## src/inc/pin_option_map.vh

```
// register map, field positions, reset values and mode codes of the pin option block
`ifndef PIN_OPTION_MAP_VH
`define PIN_OPTION_MAP_VH

// register byte offsets
`define OFS_CTRL        12'h000
`define OFS_GPIO_DIR    12'h004
`define OFS_GPIO_OUT    12'h008
`define OFS_STATUS      12'h00C
`define OFS_STRAPS      12'h010
`define OFS_SLAVE_ADDR  12'h014

// control register fields
`define CTRL_PANEL_PWR    0
`define CTRL_BACKLIGHT    1
`define CTRL_SCALER_DOWN  2
`define CTRL_QUALIFY      3
`define CTRL_RESET        4'h8

// gpio registers
`define GPIO_DIR_RESET    3'h0
`define GPIO_OUT_RESET    3'h0

// pixel mode codes
`define MODE_SISO    2'h0
`define MODE_SIDO    2'h1
`define MODE_DIDO    2'h2

// three-level strap encoding on two comparator inputs
`define STRAP_LOW    2'h0
`define STRAP_MID    2'h1
`define STRAP_HIGH   2'h3

// fixed upper bits of the serial slave address
`define SLAVE_ADDR_UPPER  4'h7

// cycles a strap must stay unchanged before it is accepted
`define STRAP_SETTLE      4'hF

`endif

```

## src/rtl/pin_option_routing.v

```verilog
// strap decode, pixel routing onto eight lanes, panel power and gpio control
//
// Behaviour
// [RULE1] pixel-mode strap low: one in, one out; lanes 0-3 only, second clock off.
// [RULE2] pixel-mode strap high: two pixels in and out; all lanes, both clocks.
// [RULE3] pixel-mode strap mid: single in, dual out; all lanes and both clocks.
// [RULE4] single/single: pixel bits 0-11 go to lanes 0-3.
// [RULE5] single/dual: first of two pixels to lanes 0-3, second to lanes 4-7.
// [RULE6] dual/dual: bits 0-11 to lanes 0-3, bits 12-23 to lanes 4-7.
// [RULE7] six-bit panels leave lane 3, and lane 7 in dual modes, unconnected.
// [RULE8] colour strap low: conventional mapping; high: non-conventional for 24/48 bit.
// [RULE9] edge strap high selects rising primary edge, low selects falling.
// [RULE10] four panel-select straps form a binary index 0-15, first strap lsb.
// [RULE11] panel-select straps are captured into a readable four-bit field.
// [RULE12] second forwarded clock copies the first whenever enabled.
// [RULE13] clock-invert strap 0 uses pixel clock as is, 1 inverts it.
// [RULE14] all three gpio pins come up as inputs.
// [RULE15] gpio outputs float while the scaler is powered down.
// [RULE16] panel power enable output set by software.
// [RULE17] backlight enable output set by software.
// [RULE18] address straps form the low three bits of the slave address.
// [RULE19] balance and test straps held low, legacy outputs left open.
// [RULE20] upper four slave address bits are fixed at 0111.
// [RULE21] address straps latched at first bus access, later changes ignored.
// [RULE22] pixels are valid only while valid input high, if qualify bit set.
// [RULE23] straps accepted only once stable and never while pixels stream.
// [RULE24] three-level strap always decodes to exactly one mode.
//
// Design decisions made here: the address map and the APB interface to the registers.
`timescale 1ns/1ps
`include "pin_option_map.vh"

module pin_option_routing (
	input  wire        pclk,
	input  wire        presetn,
	input  wire        psel,
	input  wire        penable,
	input  wire        pwrite,
	input  wire [11:0] paddr,
	input  wire [31:0] pwdata,
	output reg  [31:0] prdata,
	output reg         pready,
	output reg         pslverr,
	input  wire        pixel_clock_in,
	input  wire [23:0] pixel_input_bus,
	input  wire        pixel_valid_in,
	input  wire [1:0]  pixel_mode_strap,
	input  wire        colour_map_strap,
	input  wire        edge_select_strap,
	input  wire        input_clock_invert_strap,
	input  wire [3:0]  panel_select_straps,
	input  wire [2:0]  slave_addr_straps,
	input  wire        balance_mode_strap,
	input  wire [2:0]  general_io_in,
	output reg  [2:0]  general_io_out,
	output reg  [2:0]  general_io_oe_n,
	output reg  [11:0] lane_low_word,
	output reg  [11:0] lane_high_word,
	output reg  [7:0]  lane_enable,
	output reg         first_forwarded_clock,
	output reg         second_forwarded_clock,
	output reg         word_strobe,
	output reg         panel_power_enable_out,
	output reg         backlight_enable_out,
	output reg         primary_sampling_edge
);

	// ---------------------------------------------------------------
	// synchronisers for pins from outside the pclk domain
	// ---------------------------------------------------------------
	reg  [41:0] sync_a;
	reg  [41:0] sync_b;
	wire [41:0] raw_pins = {pixel_clock_in, pixel_valid_in, pixel_input_bus,
		pixel_mode_strap, colour_map_strap, edge_select_strap,
		input_clock_invert_strap, panel_select_straps, slave_addr_straps,
		balance_mode_strap, general_io_in};

	// two flops each; only sync_b is looked at by logic
	always @(posedge pclk or negedge presetn) begin
		if (!presetn) begin
			sync_a <= 42'h0;
			sync_b <= 42'h0;
		end else begin
			sync_a <= raw_pins;
			sync_b <= sync_a;
		end
	end

	// strap word: mode, colour, edge, invert, panel, balance, spare bit zero
	wire        s_clk    = sync_b[41];
	wire        s_valid  = sync_b[40];
	wire [23:0] s_pixel  = sync_b[39:16];
	wire [10:0] s_straps = {sync_b[15:7], sync_b[3], 1'b0};
	wire [2:0]  s_addr   = sync_b[6:4];
	wire [2:0]  s_gpio   = sync_b[2:0];

	// ---------------------------------------------------------------
	// software registers
	// ---------------------------------------------------------------
	reg  [3:0] ctrl;
	reg  [2:0] gpio_dir;
	reg  [2:0] gpio_out;
	reg  [2:0] addr_latch;
	reg        addr_taken;

	wire access = psel & penable;
	wire wr_en  = access & pwrite;

	// writes take effect in the access cycle; pready is always high there
	always @(posedge pclk or negedge presetn) begin
		if (!presetn) begin
			ctrl     <= `CTRL_RESET;
			gpio_dir <= `GPIO_DIR_RESET;            // [RULE14]
			gpio_out <= `GPIO_OUT_RESET;
		end else if (wr_en) begin
			case (paddr)
			`OFS_CTRL: ctrl <= pwdata[3:0];
			`OFS_GPIO_DIR: gpio_dir <= pwdata[2:0];
			`OFS_GPIO_OUT: gpio_out <= pwdata[2:0];
			default: ctrl <= ctrl;
			endcase
		end
	end

	// address straps frozen at the first bus access of any kind
	always @(posedge pclk or negedge presetn) begin
		if (!presetn) begin
			addr_latch <= 3'h0;
			addr_taken <= 1'b0;
		end else if (psel && !addr_taken) begin
			addr_latch <= s_addr;                  // [RULE21]
			addr_taken <= 1'b1;
		end
	end

	// ---------------------------------------------------------------
	// strap acceptance
	// ---------------------------------------------------------------
	reg [10:0] strap_prev;
	reg [10:0] strap_live;
	reg [3:0]  settle;
	reg        streaming;

	// a strap is taken once steady, and never while pixels stream
	always @(posedge pclk or negedge presetn) begin
		if (!presetn) begin
			strap_prev <= 11'h0;
			strap_live <= 11'h0;
			settle     <= 4'h0;
		end else begin
			strap_prev <= s_straps;
			if (s_straps != strap_prev)
				settle <= 4'h0;
			else if (settle != `STRAP_SETTLE)
				settle <= settle + 4'h1;
			else if (!streaming)
				strap_live <= s_straps;            // [RULE23]
		end
	end

	wire [1:0] mode_pins    = strap_live[10:9];
	wire       colour_hi    = strap_live[8];
	wire       edge_rise    = strap_live[7];      // [RULE9]
	wire       clk_invert   = strap_live[6];
	wire [3:0] panel_index  = strap_live[5:2];    // [RULE10]

	// three-level decode; the odd comparator code falls to the mid mode
	function [1:0] decode_mode;
		input [1:0] pins;
		begin
			case (pins)
			`STRAP_LOW:  decode_mode = `MODE_SISO;   // [RULE1]
			`STRAP_HIGH: decode_mode = `MODE_DIDO;   // [RULE2]
			default:     decode_mode = `MODE_SIDO;   // [RULE3] [RULE24]
			endcase
		end
	endfunction

	wire [1:0] mode = decode_mode(mode_pins);

	// non-conventional mapping swaps the msb/lsb colour groups within a pixel
	function [11:0] map_colour;
		input [11:0] pix;
		input        swap;
		begin
			map_colour = swap ? {pix[5:0], pix[11:6]} : pix;
		end
	endfunction

	// ---------------------------------------------------------------
	// pixel clock edge detect and routing
	// ---------------------------------------------------------------
	reg        clk_prev;
	reg        phase;
	reg [11:0] first_pixel;
	wire       eff_clk   = s_clk ^ clk_invert;    // [RULE13]
	wire       rise      = eff_clk & ~clk_prev;
	wire       fall      = ~eff_clk & clk_prev;
	wire       samp_edge = edge_rise ? rise : fall;
	wire       take      = samp_edge & (s_valid | ~ctrl[`CTRL_QUALIFY]); // [RULE22]
	wire [11:0] pix_lo   = map_colour(s_pixel[11:0], colour_hi);          // [RULE8]
	wire [11:0] pix_hi   = map_colour(s_pixel[23:12], colour_hi);

	// lane words follow the sampling edges; forwarded clocks copy the effective pixel clock every cycle, the second one not in single/single mode
	always @(posedge pclk or negedge presetn) begin
		if (!presetn) begin
			clk_prev               <= 1'b0;
			phase                  <= 1'b0;
			first_pixel            <= 12'h0;
			lane_low_word          <= 12'h0;
			lane_high_word         <= 12'h0;
			word_strobe            <= 1'b0;
			streaming              <= 1'b0;
			first_forwarded_clock  <= 1'b0;
			second_forwarded_clock <= 1'b0;
			lane_enable            <= 8'h00;
			primary_sampling_edge  <= 1'b0;
		end else begin
			clk_prev              <= eff_clk;
			word_strobe           <= 1'b0;
			primary_sampling_edge <= edge_rise;
			first_forwarded_clock <= eff_clk;
			second_forwarded_clock <= (mode != `MODE_SISO) ? eff_clk : 1'b0; // [RULE12]
			lane_enable <= (mode == `MODE_SISO) ? 8'h0F : 8'hFF;             // [RULE1]
			if (samp_edge)
				streaming <= take;
			if (take) begin
				case (mode)
				`MODE_SISO: begin
					lane_low_word <= pix_lo;                   // [RULE4]
					word_strobe   <= 1'b1;
				end
				`MODE_SIDO: begin
					if (!phase) begin
						first_pixel <= pix_lo;
					end else begin
						lane_low_word  <= first_pixel;           // [RULE5]
						lane_high_word <= pix_lo;
						word_strobe    <= 1'b1;
					end
					phase <= ~phase;
				end
				`MODE_DIDO: begin
					lane_low_word  <= pix_lo;                  // [RULE6]
					lane_high_word <= pix_hi;
					word_strobe    <= 1'b1;
				end
				default: phase <= 1'b0;
				endcase
			end else if (samp_edge) begin
				phase <= 1'b0;
			end
		end
	end

	// ---------------------------------------------------------------
	// panel, backlight and gpio pins
	// ---------------------------------------------------------------
	always @(posedge pclk or negedge presetn) begin
		if (!presetn) begin
			panel_power_enable_out <= 1'b0;
			backlight_enable_out   <= 1'b0;
			general_io_out         <= 3'h0;
			general_io_oe_n        <= 3'h7;
		end else begin
			panel_power_enable_out <= ctrl[`CTRL_PANEL_PWR];  // [RULE16]
			backlight_enable_out   <= ctrl[`CTRL_BACKLIGHT];  // [RULE17]
			general_io_out         <= gpio_out;
			// outputs released while the scaler sleeps
			general_io_oe_n <= ctrl[`CTRL_SCALER_DOWN] ? 3'h7 : ~gpio_dir; // [RULE15]
		end
	end

	// ---------------------------------------------------------------
	// apb read data and answer
	// ---------------------------------------------------------------
	reg [31:0] next_prdata;
	reg        next_err;

	always @* begin
		next_prdata = 32'h0;
		next_err    = 1'b0;
		case (paddr)
		`OFS_CTRL:       next_prdata = {28'h0, ctrl};
		`OFS_GPIO_DIR:   next_prdata = {29'h0, gpio_dir};
		`OFS_GPIO_OUT:   next_prdata = {29'h0, gpio_out};
		`OFS_STATUS:     next_prdata = {24'h0, streaming, phase, s_gpio, mode, addr_taken};
		`OFS_STRAPS:     next_prdata = {24'h0, colour_hi, edge_rise, clk_invert,
			strap_live[1], panel_index};                                // [RULE11]
		`OFS_SLAVE_ADDR: next_prdata = {25'h0, `SLAVE_ADDR_UPPER, addr_latch}; // [RULE18] [RULE20]
		default:         next_err    = 1'b1;
		endcase
	end

	// answer one cycle after setup: pready rises in the first access cycle
	always @(posedge pclk or negedge presetn) begin
		if (!presetn) begin
			prdata  <= 32'h0;
			pready  <= 1'b0;
			pslverr <= 1'b0;
		end else begin
			pready  <= psel & ~penable;
			pslverr <= psel & ~penable & next_err;
			prdata  <= (psel & ~penable & ~pwrite) ? next_prdata : 32'h0;
		end
	end

endmodule

```

## config.mk

```make
export PLATFORM = sky130hd
export DESIGN_NAME = pin_option_routing
export DESIGN_NICKNAME = d
export VERILOG_FILES = /design/src/rtl/pin_option_routing.v
export VERILOG_INCLUDE_DIRS = /design/src /design/src/inc
export SDC_FILE = /design/constraint.sdc
export NUM_CORES = 1
export LEC_CHECK = 0
export ABC_AREA = 1
export BUFFER_PORTS_ARGS = -buffer_cell sky130_fd_sc_hd__buf_2
export CORE_UTILIZATION = 32
export CTS_CLUSTER_SIZE = 14
export DETAILED_ROUTE_END_ITERATION = 10
export GPL_ROUTABILITY_DRIVEN = 0
export GPL_TIMING_DRIVEN = 1
export PLACE_DENSITY = 0.6
export SYNTH_ARGS = -nofsm -noshare
export SYNTH_HDL_FRONTEND = slang
export SYNTH_SLANG_ARGS = --single-unit
```

## constraint.sdc

```tcl
create_clock -name pclk -period 1.62 [get_ports pclk]
set_input_delay 0.243 -clock pclk [delete_from_list [all_inputs] [get_ports pclk]]
set_output_delay 0.243 -clock pclk [all_outputs]
set_load 0.005 [all_outputs]
```

==> results of run 1 <==
[worst max-delay path by stage]
stage | start | endpoint | slack (ns) | depth (start not counted)
2_1_floorplan | strap_live[9]$_DFFE_PN0P_ | lane_high_word[10]$_DFFE_PN0P_ | 0.06 | 8
3_3_place_gp | strap_live[9]$_DFFE_PN0P_ | lane_low_word[1]$_DFFE_PN0P_ | 0.07 | 9
3_5_place_dp | strap_live[9]$_DFFE_PN0P_ | lane_low_word[1]$_DFFE_PN0P_ | 0.05 | 9
4_1_cts | strap_live[9]$_DFFE_PN0P_ | lane_low_word[1]$_DFFE_PN0P_ | 0.02 | 9
5_1_grt | strap_live[10]$_DFFE_PN0P_ | lane_low_word[5]$_DFFE_PN0P_ | -0.001 | 9
6_report | strap_live[9]$_DFFE_PN0P_ | lane_low_word[1]$_DFFE_PN0P_ | 0.11 | 9
[what timing repair did]
item,in CTS,in global routing
hold endpoints to repair,67,0
hold buffers,44,0
setup buffers,0,2
resized for setup,0,19
endpoints found under the setup margin,0,44
[metal layers]
layer	share of wire, %	global-route usage [%]	vias to the layer above
met3	3.9	2.89	24
met5	0	0	-
li1	-	-	2565
met2	45	19.5	109
met4	2.2	7.40	0
met1	49	18.7	2297
[placed cells by master (no fill, tap or decap), types with 3 or more instances in the layout]
| cell | instances |
|---|---|
| buf_6 | 7 |
| nor2_2 | 6 |
| clkbuf_1 | 4 |
| o211ai_1 | 8 |
| conb_1 | 25 |
| dfrtp_1 | 180 |
| mux2_2 | 3 |
| nand2_1 | 182 |
| inv_1 | 50 |
| buf_12 | 5 |
| nand3b_1 | 12 |
| nor3_1 | 5 |
| o21ai_0 | 46 |
| a21oi_1 | 12 |
| inv_6 | 4 |
| xnor2_1 | 6 |
| buf_2 | 115 |
| clkbuf_16 | 17 |
| clkinvlp_4 | 3 |
| nand4_1 | 16 |
| dlygate4sd3_1 | 44 |
| nand3_1 | 56 |
| buf_4 | 31 |
| dfstp_2 | 4 |
| nor2_1 | 41 |
[through the flow]
stage / total power, mW / instances
after global placement: 5.44 / 1105
final: 9.37 / 1184
after floorplan: 5.16 / 726
after detailed placement: 5.45 / 1105
after CTS: 9.52 / 1181
after global routing: 9.83 / 1184
[cells by family after synthesis]
kind of cell    synth area share (%)
compound gates                  5.28
xor+xnor                        1.11
fa+ha+maj                      0.704
buf+inv                         7.68
flops                           64.9
mux                            0.475
other cells                    0.106
simple gates                    19.8
[report_power, final]
group          switching [mW]  leakage (nW)  internal (mW)  total [mW]
combinational           0.318          2.10          0.284       0.602
sequential             0.0805          2.30           4.77        4.85
clock                    1.77         0.261           2.15        3.92
total                    2.17          4.66           7.20        9.37
[worst reg2reg max path, stage by stage, from the launching register on]
cell and delay (ns):
dfrtp_1 0.35, inv_1 0.07, ha_4 0.29, inv_1 0.05, nor2_2 0.12, buf_4 0.14, inv_1 0.07, buf_6 0.15
nand3_1 0.10, nand2_1 0.06
[state kept, by name (all words and copies together), names as in the netlist, 2 cells and up]
signal           count
sync_a              42
sync_b              42
first_pixel         12
lane_high_word      12
lane_low_word       12
strap_live          10
strap_prev          10
prdata               8
ctrl                 4
settle               4
addr_latch           3
general_io_oe_n      3
general_io_out       3
gpio_dir             3
gpio_out             3
lane_enable          2
[area by class of cell]
cell class	instances	area (sq um)	share of cell area, %
Clock buffer	21	440	4.77
Inverter	50	188	2.03
Clock inverter	11	116	1.26
Timing Repair Buffer	203	1440	15.6
Multi-Input combinational cell	435	2080	22.6
Tap cell	280	350	3.80
Sequential cell	184	4610	49.9
==> impl_metrics.json, run 1 <==
{
  "hold_class": "in -> reg",
  "synthDistinctLibCells": 26,
  "grt_pass1_wl_mm": 23.4,
  "crit_family": "buffers and inverters",
  "synth-edff-count": 0,
  "die_area_sq_um": 22800,
  "ioPinCount": 169,
  "cts_buffer_depth": 2,
  "syn_inst": 703,
  "path_buf_inv": 5,
  "max-cap-violations": 0,
  "min-delay-start": "psel",
  "synth_top_area_share_pct": 63.4,
  "synth_seq_area_share_pct": 64.9,
  "avgViaCountPerCell": 4.22,
  "leakagePower_nw": 4.66,
  "cpMaxStageDelayCell": "dfrtp_1",
  "hpwl_mm": 10.3,
  "area_growth_pct": 29.9,
  "dr_total_vias": 4995,
  "synth_flop_cell": "dfrtp_1",
  "routed_wl_mm": 14.3,
  "finalHoldViolations": 0,
  "ys_top_cells_by_count": "184 x nand2_1, 180 x dfrtp_1, 56 x nand3_1",
  "h-tree-depth": 4,
  "slew_violations": 0,
  "clock_sinks": 184,
  "postSynth.asyncResetShare_pct": 100,
  "finalSetupViolCount": 0,
  "syn-cell-area_sq_um": 7110,
  "setup_ws_ns": 0.111,
  "hold_path_depth": 3,
  "reg2reg_depth": 9,
  "utilization_pct": 42.3,
  "regToRegEndpoint": "lane_low_word[1]$_DFFE_PN0P_",
  "first_pass_iters": 8,
  "min_period_ns": 1.51,
  "grt_max_degree": 57,
  "hold_slack_ns": 0.0552,
  "crit_chain": "inv_1, ha_4, inv_1, nor2_2, buf_4, inv_1, buf_6, nand3_1, nand2_1",
  "antenna_cells": 0,
  "fin_setup_tns_ns": 0,
  "clk_pin_slew_ns": 0.07,
  "detail-route-antenna-nets": 0,
  "crit_fanout": 12,
  "path_class": "reg -> reg",
  "synth.most_common_cell": "nand2_1",
  "r2r_setup_slack_ns": 0.11,
  "synth_top_area_cell": "dfrtp_1",
  "track_usage_pct": 13.5,
  "clkLatencyLatePin_ns": 0.43,
  "crit_top_cell": "inv_1",
  "max_stage_delay_ns": 0.35,
  "start_kind": "register",
  "worstPathRequired_ns": 1.93,
  "synth.area.top_cells": "dfrtp_1 63%, nand2_1 9.7%, nand3_1 3.9%, buf_4 3.5%, o21ai_0 3.2%",
  "die_h_microns": 151,
  "outcome": "finished, violations left",
  "placed_area_sq_um": 8120,
  "syn_avg_cell_area_sq_um": 10.1,
  "portBuffers": 116,
  "initial_core_util_pct": 32.6,
  "numCtsBuffers": 17,
  "fmax_mhz": 663,
  "floorplan.core_area_sq_um": 21800,
  "ys_seq_elements": 184,
  "drive_above_1_share_pct": 23.1,
  "design_area_sq_um": 9230,
  "reg2reg_from": "strap_live[9]$_DFFE_PN0P_",
  "final_nets": 986,
  "antenna_found_initial": 0,
  "overflow": 0,
  "cp_data_arrival_time_ns": 1.82,
  "grt_pass1_vias": 4744,
  "drc_errors": 1,
  "cts-root-buf": "clkbuf_16",
  "rsz0062_at_grt": "true",
  "num-fill-cells": 2129,
  "hold_end": "addr_taken$_DFFE_PN0P_",
  "failed_checks": "DRC",
  "fin_worst_skew_ns": 0.00854,
  "rows": 54,
  "routedWlPerCell_microns": 12.1,
  "peakVddDrop_mv": 0.602,
  "die_w_microns": 151,
  "ys_warn_count": 0,
  "powerDensity_nw_per_um2": 1020,
  "dp_slack_ns": 0.0508,
  "period_share_pct": 93.1,
  "cts_tree": "yes",
  "drt-initial-drc-count": 228,
  "crit_path_end_kind": "register"
}
(Power assumes the default switching activity.)
==> run 2: changes to the inputs <==
CORE_UTILIZATION = 47   (was 32)
PLACE_DENSITY = 0.8   (was 0.6)
==> run 2 against run 1 <==
  * The run still ends with DRC left
  * Clock power fell by 2%
  * Fmax shrank 2.3%
  * Hold slack worse by 0.021 ns
  * Cell area shrank 2.9%
  * Global-route usage grew 5.9 points
  * Non-clock buffer count shrank 12
  * First-iteration DRC count increased by 36%
  * Total power decreased by 0.98%
  * Via count is 2.7% higher
  * Wire length fell by 2.5%
  * Largest cell class unchanged
==> impl_metrics.json, run 2 (same netlist as run 1, synthesis figures left out) <==
{
  "outcome": "finished, violations left",
  "failed_checks": "DRC",
  "antenna_cells": 0,
  "area_growth_pct": 26.2,
  "path_class": "reg -> reg",
  "min_period_ns": 1.54,
  "num-fill-cells": 1207,
  "crit_top_cell": "inv_1",
  "worstPathRequired_ns": 1.99,
  "netSwitchingFraction_pct": 23.7,
  "portBuffers": 116,
  "grt_pass1_wl_mm": 23.5,
  "powerDensity_nw_per_um2": 1030,
  "cts-root-buf": "clkbuf_16",
  "fin_cells": 1076,
  "leakagePower_nw": 4.61,
  "crit_chain": "inv_1, ha_1, inv_1, nor2_1, buf_4, nor2_2, buf_6, nand3_1, nand2_1",
  "wl_met2_mm": 6.58,
  "initial_core_util_pct": 48.5,
  "routed_wl_mm": 13.9,
  "hold_class": "in -> reg",
  "wl_met3_microns": 832,
  "final_common_cell": "nand2_1",
  "grt_max_degree": 51,
  "cts_buffer_depth": 2,
  "period_share_pct": 95.4,
  "max-cap-violations": 0,
  "final_nets": 974,
  "cp_data_arrival_time_ns": 1.92,
  "avgViaCountPerCell": 4.77,
  "numCtsBuffers": 17,
  "hpwl_mm": 9.73,
  "antenna_found_initial": 0,
  "p_clk_share_pct": 41.5,
  "drc_errors": 22,
  "clkLatencyLatePin_ns": 0.43,
  "dp.cells": 999,
  "routed.top_layer": "met4",
  "first_pass_iters": 8,
  "fin_worst_skew_ns": 0.00738,
  "rsz0062_at_grt": "true",
  "clock_sinks": 184,
  "max_stage_delay_ns": 0.35,
  "slew_violations": 0,
  "fmax_mhz": 647,
  "ioPinCount": 169,
  "combPwrFrac_pct": 6.2,
  "grt_pass1_vias": 4964,
  "finalSetupViolCount": 0,
  "detail-route-antenna-nets": 0,
  "drive_above_1_share_pct": 22.1,
  "internal_power_mw": 7.08,
  "finalPower_mw": 9.28,
  "die_w_microns": 125,
  "p_sw_mw": 2.20,
  "layout_common_cells": "182 x nand2_1, 180 x dfrtp_1, 115 x buf_2, 56 x nand3_1, 50 x inv_1",
  "drt-initial-drc-count": 309,
  "finalHoldViolations": 0,
  "clk_pin_slew_ns": 0.07,
  "cts_tree": "yes",
  "track_usage_pct": 19.4,
  "largestRegisters": "sync_a: 42 flops, sync_b: 42 flops",
  "routedWlPerCell_microns": 12.9,
  "power_frac_seq_pct": 52.3,
  "dr_total_vias": 5130,
  "h-tree-depth": 4,
  "rows": 44,
  "die_area_sq_um": 15600,
  "start_kind": "register",
  "crit_fanout": 12,
  "overflow": 0,
  "crit_path_end_kind": "register",
  "cpMaxStageDelayCell": "dfrtp_1",
  "floorplan.core_area_sq_um": 14600,
  "die_h_microns": 125,
  "met1Wirelength_mm": 6.15,
  "peakVddDrop_mv": 0.774
}
==> run 2: what timing repair did <==
item | CTS | global route
hold endpoints to repair | 76 | 0
hold buffers | 44 | 0
gates resized for setup | 0 | 9
buffers inserted | 0 | 1
endpoints found under the setup margin | 21 | 38
pin swaps | 0 | 2
==> run 2: power groups by stage <==
| stage | Clock (mW) | Combinational (mW) | Sequential, mW |
|---|---|---|---|
| after floorplan | 0 | 0.237 | 4.92 |
| after global placement | 0 | 0.476 | 4.93 |
| after detailed placement | 0 | 0.492 | 4.94 |
| after CTS | 3.91 | 0.574 | 4.85 |
| after global routing | 4.13 | 0.658 | 4.87 |
| final | 3.85 | 0.577 | 4.85 |
==> run 2: routing by layer <==
layer	global-route usage, %	up-vias
li1	-	2549
met4	9.40	0
met3	4.49	28
met2	31.0	166
met5	0	-
met1	25.3	2387
==> run 2: worst paths after layout <==
path                                           start                             to  slack (ns)  cells past startpoint
max                        strap_live[9]$_DFFE_PN0P_  lane_high_word[4]$_DFFE_PN0P_        0.08                      9
min                                        pwdata[3]            ctrl[3]$_DFFE_PN1P_        0.03                      3
max reg2reg                strap_live[9]$_DFFE_PN0P_  lane_high_word[4]$_DFFE_PN0P_        0.08                      9
min reg2reg                      sync_a[4]$_DFF_PN0_            sync_b[4]$_DFF_PN0_        0.34                      0
max in group asynchronous                    presetn   general_io_oe_n[1]$_DFF_PN1_        0.74                      3
min in group asynchronous                    presetn            sync_a[8]$_DFF_PN0_        0.30                      2
==> run 2: final cells by class <==
type	instances	area, sq um	area share [%]
multi-input combinational	435	2070	23.1
sequential	184	4610	51.4
inverter	50	188	2.09
clock buffer	18	439	4.90
clock inverter	14	114	1.27
tap	184	230	2.57
timing repair buffer	191	1320	14.7
==> run 2: per-stage QoR <==
stage          worst slack [ns]  utilization [%]  hold WS, ns  setup TNS (ns)  instance area (sq um)
6_report                 0.0752             61.2       0.0340               0                   8960
3_3_place_gp             0.0426             54.0        0.175               0                   7910
4_1_cts                 -0.0421             60.8       0.0275          -0.405                   8910
5_1_grt                 -0.0467             61.2       0.0436          -0.373                   8960
3_5_place_dp            -0.0409             54.0        0.183          -0.324                   7910
2_1_floorplan            0.0630                -      -0.0526               0                   7190
==> run 2: worst max-delay path: cells and delay by family (launching register included) <==
family,cells,cell delay [ns]
and+or+nand+nor,4,0.39
buffers and inverters,4,0.45
adders and majority gates,1,0.30
DFF,1,0.35
